## src/rngs_pkg.sv

```systemverilog
// Constants and types shared by the remote network grant scheduler files
package rngs_pkg;
	// Clock and internal tick timing
	localparam int CLK_NS = 100;
	localparam int TICK_NS = 1000000;
	localparam int TICK_CYCLES = (TICK_NS + CLK_NS - 1) / CLK_NS;
	localparam int TICK_W = 16;

	// Register byte offsets
	localparam logic [7:0] CTRL_OFS = 8'h00;
	localparam logic [7:0] GRANT_OFS = 8'h04;
	localparam logic [7:0] REPLY_OFS = 8'h08;
	localparam logic [7:0] IVL_OFS = 8'h0c;
	localparam logic [7:0] DROP_OFS = 8'h10;
	localparam logic [7:0] STAT_OFS = 8'h14;

	// Control field positions
	localparam int CTRL_EN_POS = 0;
	localparam int CTRL_SLAVE_POS = 1;

	// Status field positions
	localparam int STAT_DROP_POS = 0;
	localparam int STAT_SWEEP_POS = 7;
	localparam int STAT_STEP_POS = 8;
	localparam int STAT_PEND_POS = 9;
	localparam int STAT_RTS_POS = 10;
	localparam int STAT_CTS_POS = 11;
	localparam int STAT_ST_POS = 12;
	localparam int STAT_KIND_POS = 16;
	localparam int STAT_LVL_POS = 24;

	// Values after reset
	localparam logic [15:0] REPLY_RST = 16'h07d0;
	localparam logic [15:0] IVL_RST = 16'h0064;
	localparam logic [6:0] DROP_RST = 7'h00;

	// Drop numbering and grant address coding
	localparam int DROP_W = 7;
	localparam logic [7:0] MAX_DROP = 8'h63;
	localparam logic [7:0] SWEEP_BASE = 8'h64;
	localparam logic [7:0] SWEEP_TOP = 8'hc7;

	// Retries after the first try of a forwarded message
	localparam logic [1:0] RETRY_MAX = 2'h2;

	// Buffer shape
	localparam int FIFO_WIDTH = 32;
	localparam int FIFO_DEPTH = 32;

	typedef enum logic [2:0] {ST_IDLE, ST_KEY, ST_SEND, ST_WAIT, ST_GAP} rngs_state_type;
	typedef enum logic [1:0] {K_NORMAL, K_GRANT, K_SLAVE} rngs_kind_type;
endpackage

```

## src/rngs_fifo.sv

```systemverilog
// Synchronous FIFO with valid and ready on both sides
module rngs_fifo
	import rngs_pkg::*;
#(
	parameter int WIDTH = FIFO_WIDTH,
	parameter int DEPTH = FIFO_DEPTH
) (
	input wire logic pclk,
	input wire logic presetn,
	input wire logic in_valid,
	output logic in_ready,
	input wire logic [WIDTH-1:0] in_data,
	output logic out_valid,
	input wire logic out_ready,
	output logic [WIDTH-1:0] out_data,
	output logic [$clog2(DEPTH):0] level
);
	localparam int AW = $clog2(DEPTH);

	typedef struct packed {
		logic [DEPTH-1:0][WIDTH-1:0] mem;
		logic [AW:0] wr;
		logic [AW:0] rd;
	} rngs_fifo_state_type;

	rngs_fifo_state_type r_q;
	rngs_fifo_state_type r_d;

	// Pointers carry one extra bit so full and empty differ
	assign level = r_q.wr - r_q.rd;
	assign in_ready = (level != (AW + 1)'(DEPTH));
	assign out_valid = (r_q.wr != r_q.rd);
	assign out_data = r_q.mem[r_q.rd[AW-1:0]];

	// Push and pop may happen in the same cycle
	always_comb begin
		r_d = r_q;
		if (in_valid && in_ready) begin
			r_d.mem[r_q.wr[AW-1:0]] = in_data;
			r_d.wr = r_q.wr + (AW + 1)'(1);
		end
		if (out_valid && out_ready) begin
			r_d.rd = r_q.rd + (AW + 1)'(1);
		end
	end

	always_ff @(posedge pclk or negedge presetn) begin
		if (!presetn) begin
			r_q <= '0;
		end else begin
			r_q <= r_d;
		end
	end
endmodule

```

## src/rngs_scheduler.sv

```systemverilog
// Remote network link grant scheduler, master and slave roles, APB registers
// Operation
// RULE1: Only one transaction on the link at a time; next starts after completion/timeout.
// RULE2: Master buffers local messages arriving mid-transaction, sends them once it finishes.
// RULE3: Slave keeps upstream messages buffered until it receives a grant.
// RULE4: Granted slave with messages sends the oldest one, acting as originator.
// RULE5: Slave sends at most one message per grant received.
// RULE6: Empty slave ignores a grant; master ends the grant on reply timeout.
// RULE7: Slave answers every grant while buffered, with no lockout period.
// RULE8: Slave must begin its response within the configured reply timeout.
// RULE9: Software writes a slave drop number to request one grant.
// RULE10: Software writes 100 to grant slave zero.
// RULE11: Writing 100 plus n sweeps grants from n down to zero, then stops.
// RULE12: A sweep grants every drop, present or not.
// RULE13: Each step: grant, reply timeout, grant interval, then end or decrement.
// RULE14: Queued master messages are sent inside the interval after the grant.
// RULE15: Local messages pause the sweep after the current grant; it resumes afterwards.
// RULE16: One master serves up to 99 slave drops.
// RULE17: Transmitter keyed by request and clear to send; port 0 lacks this mode.
// RULE18: After the granted slave's transaction, the master resumes sequencing.
// RULE19: Reply timeout and grant interval are tick-driven down-counters expiring at zero.
module rngs_scheduler
	import rngs_pkg::*;
#(
	parameter int PORT_INDEX = 1,
	parameter int TICK_COUNT = TICK_CYCLES,
	parameter int DEPTH = FIFO_DEPTH
) (
	input wire logic pclk,
	input wire logic presetn,
	input wire logic psel,
	input wire logic penable,
	input wire logic pwrite,
	input wire logic [7:0] paddr,
	input wire logic [31:0] pwdata,
	output logic [31:0] prdata,
	output logic pready,
	output logic pslverr,
	input wire logic loc_valid,
	output logic loc_ready,
	input wire logic [FIFO_WIDTH-1:0] loc_data,
	output logic tx_valid,
	input wire logic tx_ready,
	output logic [FIFO_WIDTH-1:0] tx_data,
	output logic tx_grant,
	output logic [DROP_W-1:0] tx_drop,
	input wire logic rx_grant,
	input wire logic [DROP_W-1:0] rx_drop,
	input wire logic rx_done,
	output logic rts,
	input wire logic cts
);
	localparam int LW = $clog2(DEPTH) + 1;
	localparam logic [TICK_W-1:0] TICK_LAST = TICK_W'(TICK_COUNT - 1);
	// Port 0 has no handshake lines, so the protocol stays off there
	localparam logic PORT_OK = (PORT_INDEX != 0); // RULE17

	typedef struct packed {
		rngs_state_type st;
		rngs_kind_type kind;
		logic enable;
		logic slave_role;
		logic [DROP_W-1:0] own_drop;
		logic [15:0] reply_cfg;
		logic [15:0] ivl_cfg;
		logic [7:0] grant_wr;
		logic grant_pend;
		logic [DROP_W-1:0] pend_drop;
		logic pend_sweep;
		logic [DROP_W-1:0] drop;
		logic sweep;
		logic step;
		logic [15:0] reply_cnt;
		logic [15:0] ivl_cnt;
		logic [TICK_W-1:0] tick_cnt;
		logic [1:0] retry;
		logic [FIFO_WIDTH-1:0] msg;
		logic rts;
		logic [2:0] cts_sync;
		logic cts_f;
		logic [31:0] prdata;
		logic pslverr;
	} rngs_regs_type;

	rngs_regs_type r_q;
	rngs_regs_type r_d;

	logic fifo_valid;
	logic fifo_pop;
	logic [FIFO_WIDTH-1:0] fifo_data;
	logic [LW-1:0] fifo_level;
	logic tick;
	logic active;
	logic setup;
	logic wr_acc;
	logic [7:0] gval;

	// Upstream or forwarded messages wait here, oldest first
	rngs_fifo #(
		.WIDTH(FIFO_WIDTH),
		.DEPTH(DEPTH)
	) u_fifo (
		.pclk(pclk),
		.presetn(presetn),
		.in_valid(loc_valid),
		.in_ready(loc_ready),
		.in_data(loc_data),
		.out_valid(fifo_valid),
		.out_ready(fifo_pop),
		.out_data(fifo_data),
		.level(fifo_level)
	);

	// Zero wait state slave; answer registered during setup
	assign pready = 1'b1;
	assign prdata = r_q.prdata;
	assign pslverr = r_q.pslverr;

	// Link side outputs
	assign tx_valid = (r_q.st == ST_SEND);
	assign tx_data = r_q.msg;
	assign tx_grant = (r_q.kind == K_GRANT);
	assign tx_drop = r_q.drop;
	assign rts = r_q.rts;

	assign active = r_q.enable && PORT_OK; // RULE17
	assign setup = psel && !penable;
	assign wr_acc = psel && penable && pwrite;
	assign gval = pwdata[7:0];
	assign tick = (r_q.tick_cnt == TICK_LAST);

	always_comb begin
		r_d = r_q;
		fifo_pop = 1'b0;

		// Free running tick divider
		r_d.tick_cnt = tick ? '0 : r_q.tick_cnt + TICK_W'(1);

		// Clear to send crosses in; accept a change once stages two and three agree
		r_d.cts_sync = {r_q.cts_sync[1:0], cts};
		if (r_q.cts_sync[1] == r_q.cts_sync[2]) begin
			r_d.cts_f = r_q.cts_sync[2];
		end

		// Timers count down on the tick and rest at zero
		if (tick && r_q.reply_cnt != 16'h0000) begin
			r_d.reply_cnt = r_q.reply_cnt - 16'h0001; // RULE19
		end
		if (tick && r_q.ivl_cnt != 16'h0000 && r_q.st == ST_GAP) begin
			r_d.ivl_cnt = r_q.ivl_cnt - 16'h0001; // RULE19
		end

		// Sequencer: a single state machine keeps the link single threaded
		if (!active) begin
			r_d.st = ST_IDLE;
			r_d.rts = 1'b0;
			r_d.step = 1'b0;
			r_d.sweep = 1'b0;
		end else begin
			case (r_q.st)
				ST_IDLE: begin
					r_d.rts = 1'b0;
					if (r_q.slave_role) begin
						// Grants to other drops and grants with nothing queued are ignored
						if (rx_grant && rx_drop == r_q.own_drop && fifo_valid) begin // RULE3 RULE6 RULE7
							r_d.kind = K_SLAVE; // RULE4
							r_d.reply_cnt = r_q.reply_cfg; // RULE8
							r_d.st = ST_KEY;
						end
					end else if (fifo_valid) begin
						r_d.kind = K_NORMAL; // RULE2
						r_d.retry = 2'h0;
						r_d.st = ST_KEY;
					end else if (r_q.grant_pend) begin
						r_d.grant_pend = 1'b0;
						r_d.drop = r_q.pend_drop;
						r_d.sweep = r_q.pend_sweep;
						r_d.kind = K_GRANT;
						r_d.st = ST_KEY;
					end
				end
				ST_KEY: begin
					r_d.rts = 1'b1; // RULE17
					if (r_q.cts_f) begin
						r_d.st = ST_SEND;
						if (r_q.kind == K_GRANT) begin
							r_d.msg = FIFO_WIDTH'(r_q.drop);
						end else if (r_q.kind == K_SLAVE || r_q.retry == 2'h0) begin
							// At most one message leaves the buffer per grant
							r_d.msg = fifo_data; // RULE4 RULE5
							fifo_pop = 1'b1;
						end
					end else if (r_q.kind == K_SLAVE && r_q.reply_cnt == 16'h0000) begin
						// Too late to answer; message stays queued for a later grant
						r_d.rts = 1'b0; // RULE8
						r_d.st = ST_IDLE;
					end
				end
				ST_SEND: begin
					if (tx_ready) begin
						r_d.rts = 1'b0;
						r_d.reply_cnt = r_q.reply_cfg;
						r_d.st = ST_WAIT;
					end
				end
				ST_WAIT: begin
					// Nothing else starts until a reply or the timeout
					if (rx_done || r_q.reply_cnt == 16'h0000) begin // RULE1 RULE6
						case (r_q.kind)
							K_NORMAL: begin
								if (!rx_done && r_q.retry != RETRY_MAX) begin
									r_d.retry = r_q.retry + 2'h1;
									r_d.st = ST_KEY;
								end else begin
									r_d.st = r_q.step ? ST_GAP : ST_IDLE; // RULE15
								end
							end
							K_GRANT: begin
								r_d.ivl_cnt = r_q.ivl_cfg; // RULE13
								r_d.step = 1'b1;
								r_d.st = ST_GAP; // RULE18
							end
							default: begin
								r_d.st = ST_IDLE; // RULE18
							end
						endcase
					end
				end
				ST_GAP: begin
					if (fifo_valid) begin
						// Sweep pauses while queued messages go out
						r_d.kind = K_NORMAL; // RULE14 RULE15
						r_d.retry = 2'h0;
						r_d.st = ST_KEY;
					end else if (r_q.ivl_cnt == 16'h0000) begin
						r_d.step = 1'b0;
						if (r_q.sweep && r_q.drop != '0) begin
							// No presence check: every drop in range is granted
							r_d.drop = r_q.drop - DROP_W'(1); // RULE12 RULE13
							r_d.kind = K_GRANT;
							r_d.st = ST_KEY;
						end else begin
							r_d.sweep = 1'b0; // RULE11 RULE13
							r_d.st = ST_IDLE;
						end
					end
				end
				default: begin
					r_d.st = ST_IDLE;
				end
			endcase
		end

		// Register reads are captured in the setup cycle
		if (setup) begin
			r_d.pslverr = 1'b0;
			r_d.prdata = 32'h0000_0000;
			case (paddr)
				CTRL_OFS: begin
					r_d.prdata[CTRL_EN_POS] = r_q.enable;
					r_d.prdata[CTRL_SLAVE_POS] = r_q.slave_role;
				end
				GRANT_OFS: r_d.prdata[7:0] = r_q.grant_wr;
				REPLY_OFS: r_d.prdata[15:0] = r_q.reply_cfg;
				IVL_OFS: r_d.prdata[15:0] = r_q.ivl_cfg;
				DROP_OFS: r_d.prdata[DROP_W-1:0] = r_q.own_drop;
				STAT_OFS: begin
					r_d.prdata[STAT_DROP_POS +: DROP_W] = r_q.drop;
					r_d.prdata[STAT_SWEEP_POS] = r_q.sweep;
					r_d.prdata[STAT_STEP_POS] = r_q.step;
					r_d.prdata[STAT_PEND_POS] = r_q.grant_pend;
					r_d.prdata[STAT_RTS_POS] = r_q.rts;
					r_d.prdata[STAT_CTS_POS] = r_q.cts_f;
					r_d.prdata[STAT_ST_POS +: 3] = r_q.st;
					r_d.prdata[STAT_KIND_POS +: 2] = r_q.kind;
					r_d.prdata[STAT_LVL_POS +: LW] = fifo_level;
				end
				default: r_d.pslverr = 1'b1;
			endcase
		end

		// Writes land in the access cycle; they come after the sequencer so a set wins
		if (wr_acc) begin
			case (paddr)
				CTRL_OFS: begin
					r_d.enable = pwdata[CTRL_EN_POS];
					r_d.slave_role = pwdata[CTRL_SLAVE_POS];
				end
				GRANT_OFS: begin
					r_d.grant_wr = gval;
					if (gval != 8'h00 && gval <= MAX_DROP) begin
						r_d.grant_pend = 1'b1; // RULE9 RULE16
						r_d.pend_drop = DROP_W'(gval);
						r_d.pend_sweep = 1'b0;
					end else if (gval == SWEEP_BASE) begin
						r_d.grant_pend = 1'b1; // RULE10
						r_d.pend_drop = '0;
						r_d.pend_sweep = 1'b0;
					end else if (gval > SWEEP_BASE && gval <= SWEEP_TOP) begin
						r_d.grant_pend = 1'b1; // RULE11 RULE16
						r_d.pend_drop = DROP_W'(gval - SWEEP_BASE);
						r_d.pend_sweep = 1'b1;
					end
				end
				REPLY_OFS: r_d.reply_cfg = pwdata[15:0];
				IVL_OFS: r_d.ivl_cfg = pwdata[15:0];
				DROP_OFS: r_d.own_drop = pwdata[DROP_W-1:0];
				default: ;
			endcase
		end
	end

	// Every field gets a constant on reset
	always_ff @(posedge pclk or negedge presetn) begin
		if (!presetn) begin
			r_q <= '0;
			r_q.st <= ST_IDLE;
			r_q.kind <= K_NORMAL;
			r_q.reply_cfg <= REPLY_RST;
			r_q.ivl_cfg <= IVL_RST;
			r_q.own_drop <= DROP_RST;
		end else begin
			r_q <= r_d;
		end
	end
endmodule

```

## config.mk

```make
export PLATFORM = sky130hd
export DESIGN_NAME = rngs_scheduler
export DESIGN_NICKNAME = d
export VERILOG_FILES = /design/src/rngs_pkg.sv /design/src/rngs_fifo.sv /design/src/rngs_scheduler.sv
export SDC_FILE = /design/constraint.sdc
export NUM_CORES = 2
export LEC_CHECK = 0
export BUFFER_PORTS_ARGS = -buffer_cell sky130_fd_sc_hd__buf_2
export CORE_MARGIN = 8
export CORE_UTILIZATION = 30
export CTS_CLUSTER_DIAMETER = 40
export DETAILED_ROUTE_END_ITERATION = 12
export GPL_TIMING_DRIVEN = 0
export SLEW_MARGIN = 20
export SYNTH_ARGS = -nofsm -noshare
export SYNTH_HDL_FRONTEND = slang
export SYNTH_SLANG_ARGS = --single-unit
```

## constraint.sdc

```tcl
create_clock -name pclk -period 5.7 [get_ports pclk]
set_input_delay 0.285 -clock pclk [delete_from_list [all_inputs] [get_ports pclk]]
set_output_delay 0.285 -clock pclk [all_outputs]
set_load 0.01 [all_outputs]
```

==> results.sh <==
export IMPL_routabilityCongestion=0.858
export IMPL_wl_met2_um=85300
export IMPL_end_kind="register"
export IMPL_wl_met1_um=81600
export IMPL_failed_checks="setup timing"
export IMPL_worstSetupPathType="reg2reg"
export IMPL_dpl_worst_slack_ps=151
export IMPL_start_util=0.302
export IMPL_synth_largest_area_cell="dfrtp_1"
export IMPL_crit_required_ps=6350
export IMPL_ys_top_cells_by_area="dfrtp_1, mux2_2, mux4_2"
export IMPL_crit_fanout=10
export IMPL_synthCells=3963
export IMPL_rsz0062_at_grt="false"
export IMPL_final_nets=4456
export IMPL_layout_drive_gt1_share=0.441
export IMPL_vdd_drop_max_mv=0.269
export IMPL_first_pass_iters=5
export IMPL_yosysWarnings=0
export IMPL_startpoint_type="register"
export IMPL_cp_cell_sequence="clkbuf_1 > inv_1 > clkbuf_2 > buf_2 > ha_1 > and2_1 > o21ai_0 > o31ai_1 > a311o_1 > buf_4 > a211oi_2 > buf_2 > mux2_1"
export IMPL_die_h_um=451
export IMPL_post_cts_resized=0
export IMPL_detail_route_wl_per_cell_um=26.8
export IMPL_cts_buffers=173
export IMPL_finalMaxSlewViolations=0
export IMPL_synth_common_cells="dfrtp_1, mux2_2, mux4_2"
export IMPL_cpMaxStageDelayCell="a211oi_2"
export IMPL_multiInputGateArea_um2=24000
export IMPL_path_clk_slew_ps=60
export IMPL_regArea_um2=30500
export IMPL_power_mw=31.3
export IMPL_arrival_ps=6400
export IMPL_dp_hpwl_um=124000
export IMPL_met3_length_um=12600
export IMPL_synth_cell_types=75
export IMPL_post_route_period_util=1.01
export IMPL_place_area_um2=61000
export IMPL_grt_max_degree=143
export IMPL_fmax_mhz=174
export IMPL_viasPerCell=5.26
export IMPL_fin_area_um2=67900
export IMPL_overflow=0
export IMPL_leakage_nw=29.6
export IMPL_layout_min_cycle_time_ps=5750
export IMPL_clock_sink_count=1220
export IMPL_synth_seq_area_share=0.537
export IMPL_ys_seq_elements=1220
export IMPL_syn_area_um2=56800
export IMPL_skew_ps=63.4
export IMPL_pwr_density_cell_nw_per_um2=461
export IMPL_grt_total_usage=0.179
export IMPL_routed_via_count=36800
export IMPL_relSlewSlack=0.152
export IMPL_ios=166
export IMPL_n_fill_cell=17900
export IMPL_die_x_um=451
export IMPL_ctsLongestPathBuffers=3
export IMPL_worst_pin_slew_ps=1270
export IMPL_setup_slack_ps=-49.5
export IMPL_drv_cap=0
export IMPL_final_antenna_net_count=0
export IMPL_ctsRootBufferMaster="clkbuf_16"
export IMPL_core_area_um2=188000
export IMPL_cp_common_cell="buf_2"
export IMPL_io_buffer_count=136
export IMPL_totalWireLength_um=187000
export IMPL_synth_edf_count=0
export IMPL_area_growth_pct=19.5
export IMPL_drc=0
export IMPL_synth_top_area_share=0.533
export IMPL_cts_htree_levels=4
export IMPL_synth_area_per_cell_um2=14.3
export IMPL_rows=159
export IMPL_cts_tree="yes"
export IMPL_grt_pass1_wl_um=272000
export IMPL_clk_latency_ps=830
export IMPL_worstHoldPathType="in2reg"
export IMPL_finalHoldViolCount=0
export IMPL_die_area_um2=204000
export IMPL_grt_pass1_vias=38100
export IMPL_status="finished with violations"
export IMPL_setup_viol=15
export IMPL_critPathMaxStageDelay_ps=880
export IMPL_drt_initial_drc_count=3063
export IMPL_synth_async_reset_ratio=1.00
export IMPL_antenna_found_initial=10
export IMPL_synth_ff_type="dfrtp_1"
export IMPL_yosys_cell_count_top_type="dfrtp_1"
export IMPL_routed_top_layer="met4"
==> layout by cell type (no fill, tap or decap), drive strengths merged, types with 56 or more instances in the layout <==
master  count
dfrtp    1211
mux2     1085
clkbuf    411
buf       378
mux4      218
nand2     105
mux2i      96
a21oi      94
nor2       87
a22oi      83
nand3      57
o21ai      56
==> power breakdown <==
part | leakage [nW] | internal [mW] | total, mW | switching (mW)
Sequential | 15.8 | 11.7 | 13.2 | 1.53
Clock | 3.03 | 7.16 | 11.6 | 4.42
Combinational | 10.8 | 3.81 | 6.45 | 2.64
==> routing by layer <==
layer / GRT usage / vias up
met2: 0.280 / 1307
met4: 0.0659 / 0
met5: 0 / -
li1: - / 15400
met3: 0.0393 / 391
met1: 0.245 / 19700
==> worst paths after layout <==
| path | cells past startpoint | slack [ps] | to | start |
|---|---|---|---|---|
| min | 3 | 40 | pslverr | paddr[4] |
| max reg2reg | 13 | -50 | u_fifo.r_q[1010] | u_fifo.r_q[4] |
| max | 13 | -50 | u_fifo.r_q[1010] | u_fifo.r_q[4] |
| max in group asynchronous | 6 | 3280 | u_fifo.r_q[68] | presetn |
| min in group asynchronous | 3 | 190 | u_fifo.r_q[819] | presetn |
| min reg2reg | 0 | 350 | r_d[36] | r_d[35] |
==> cells by family after synthesis <==
family / share of synthesized area
other: 0.000132
adders and majority gates: 0.00515
muxes: 0.318
buffers and inverters: 0.0408
AOI/OAI and AO/OA: 0.0542
DFF: 0.537
xor gates and xnor gates: 0.00971
and+or+nand+nor: 0.0342
==> flip-flops by register name (all words and copies together) (netlist names) <==
name        cells
active          1
prdata         24
pslverr         1
r_d             2
r_q           116
rts             1
tx_data        32
tx_drop         7
u_fifo.r_q   1036
==> repair_timing <==
| item | CTS | global route |
|---|---|---|
| setup endpoints to repair | 0 | 6 |
| buffers inserted | 0 | 2 |
| endpoints found under the hold margin | 213 | 0 |
| hold buffers | 50 | 0 |
==> layout make-up <==
class	count	share of cell area
plain buffers	422	0.0330
inverters	29	0.00160
clock inverters	100	0.0222
repair buffers	200	0.0224
flip-flops and latches	1220	0.450
multi-input cells	2299	0.354
clock buffers	217	0.0711
diodes	4	0.000147
well taps	2495	0.0460
==> critical path: cells and delay by family (launching register included) <==
| family | cells | cell delay [ps] |
|---|---|---|
| AOI/OAI and AO/OA | 4 | 1470 |
| adders and majority gates | 1 | 440 |
| DFF | 1 | 320 |
| muxes | 1 | 370 |
| buffers and inverters | 6 | 2780 |
| and+or+nand+nor | 1 | 180 |
==> stage by stage <==
stage                     TNS, ps  hold WS [ps]  utilization  cells
after floorplan                 0         -10.6            -   3970
after global placement          -           335        0.323   6601
after detailed placement        0           340        0.325   6613
after CTS                       0          8.42        0.361   6980
after global routing            0          30.2        0.361   6984
final                        -287          42.2        0.361   6986
Note: power is estimated with default switching activity, not from simulation.
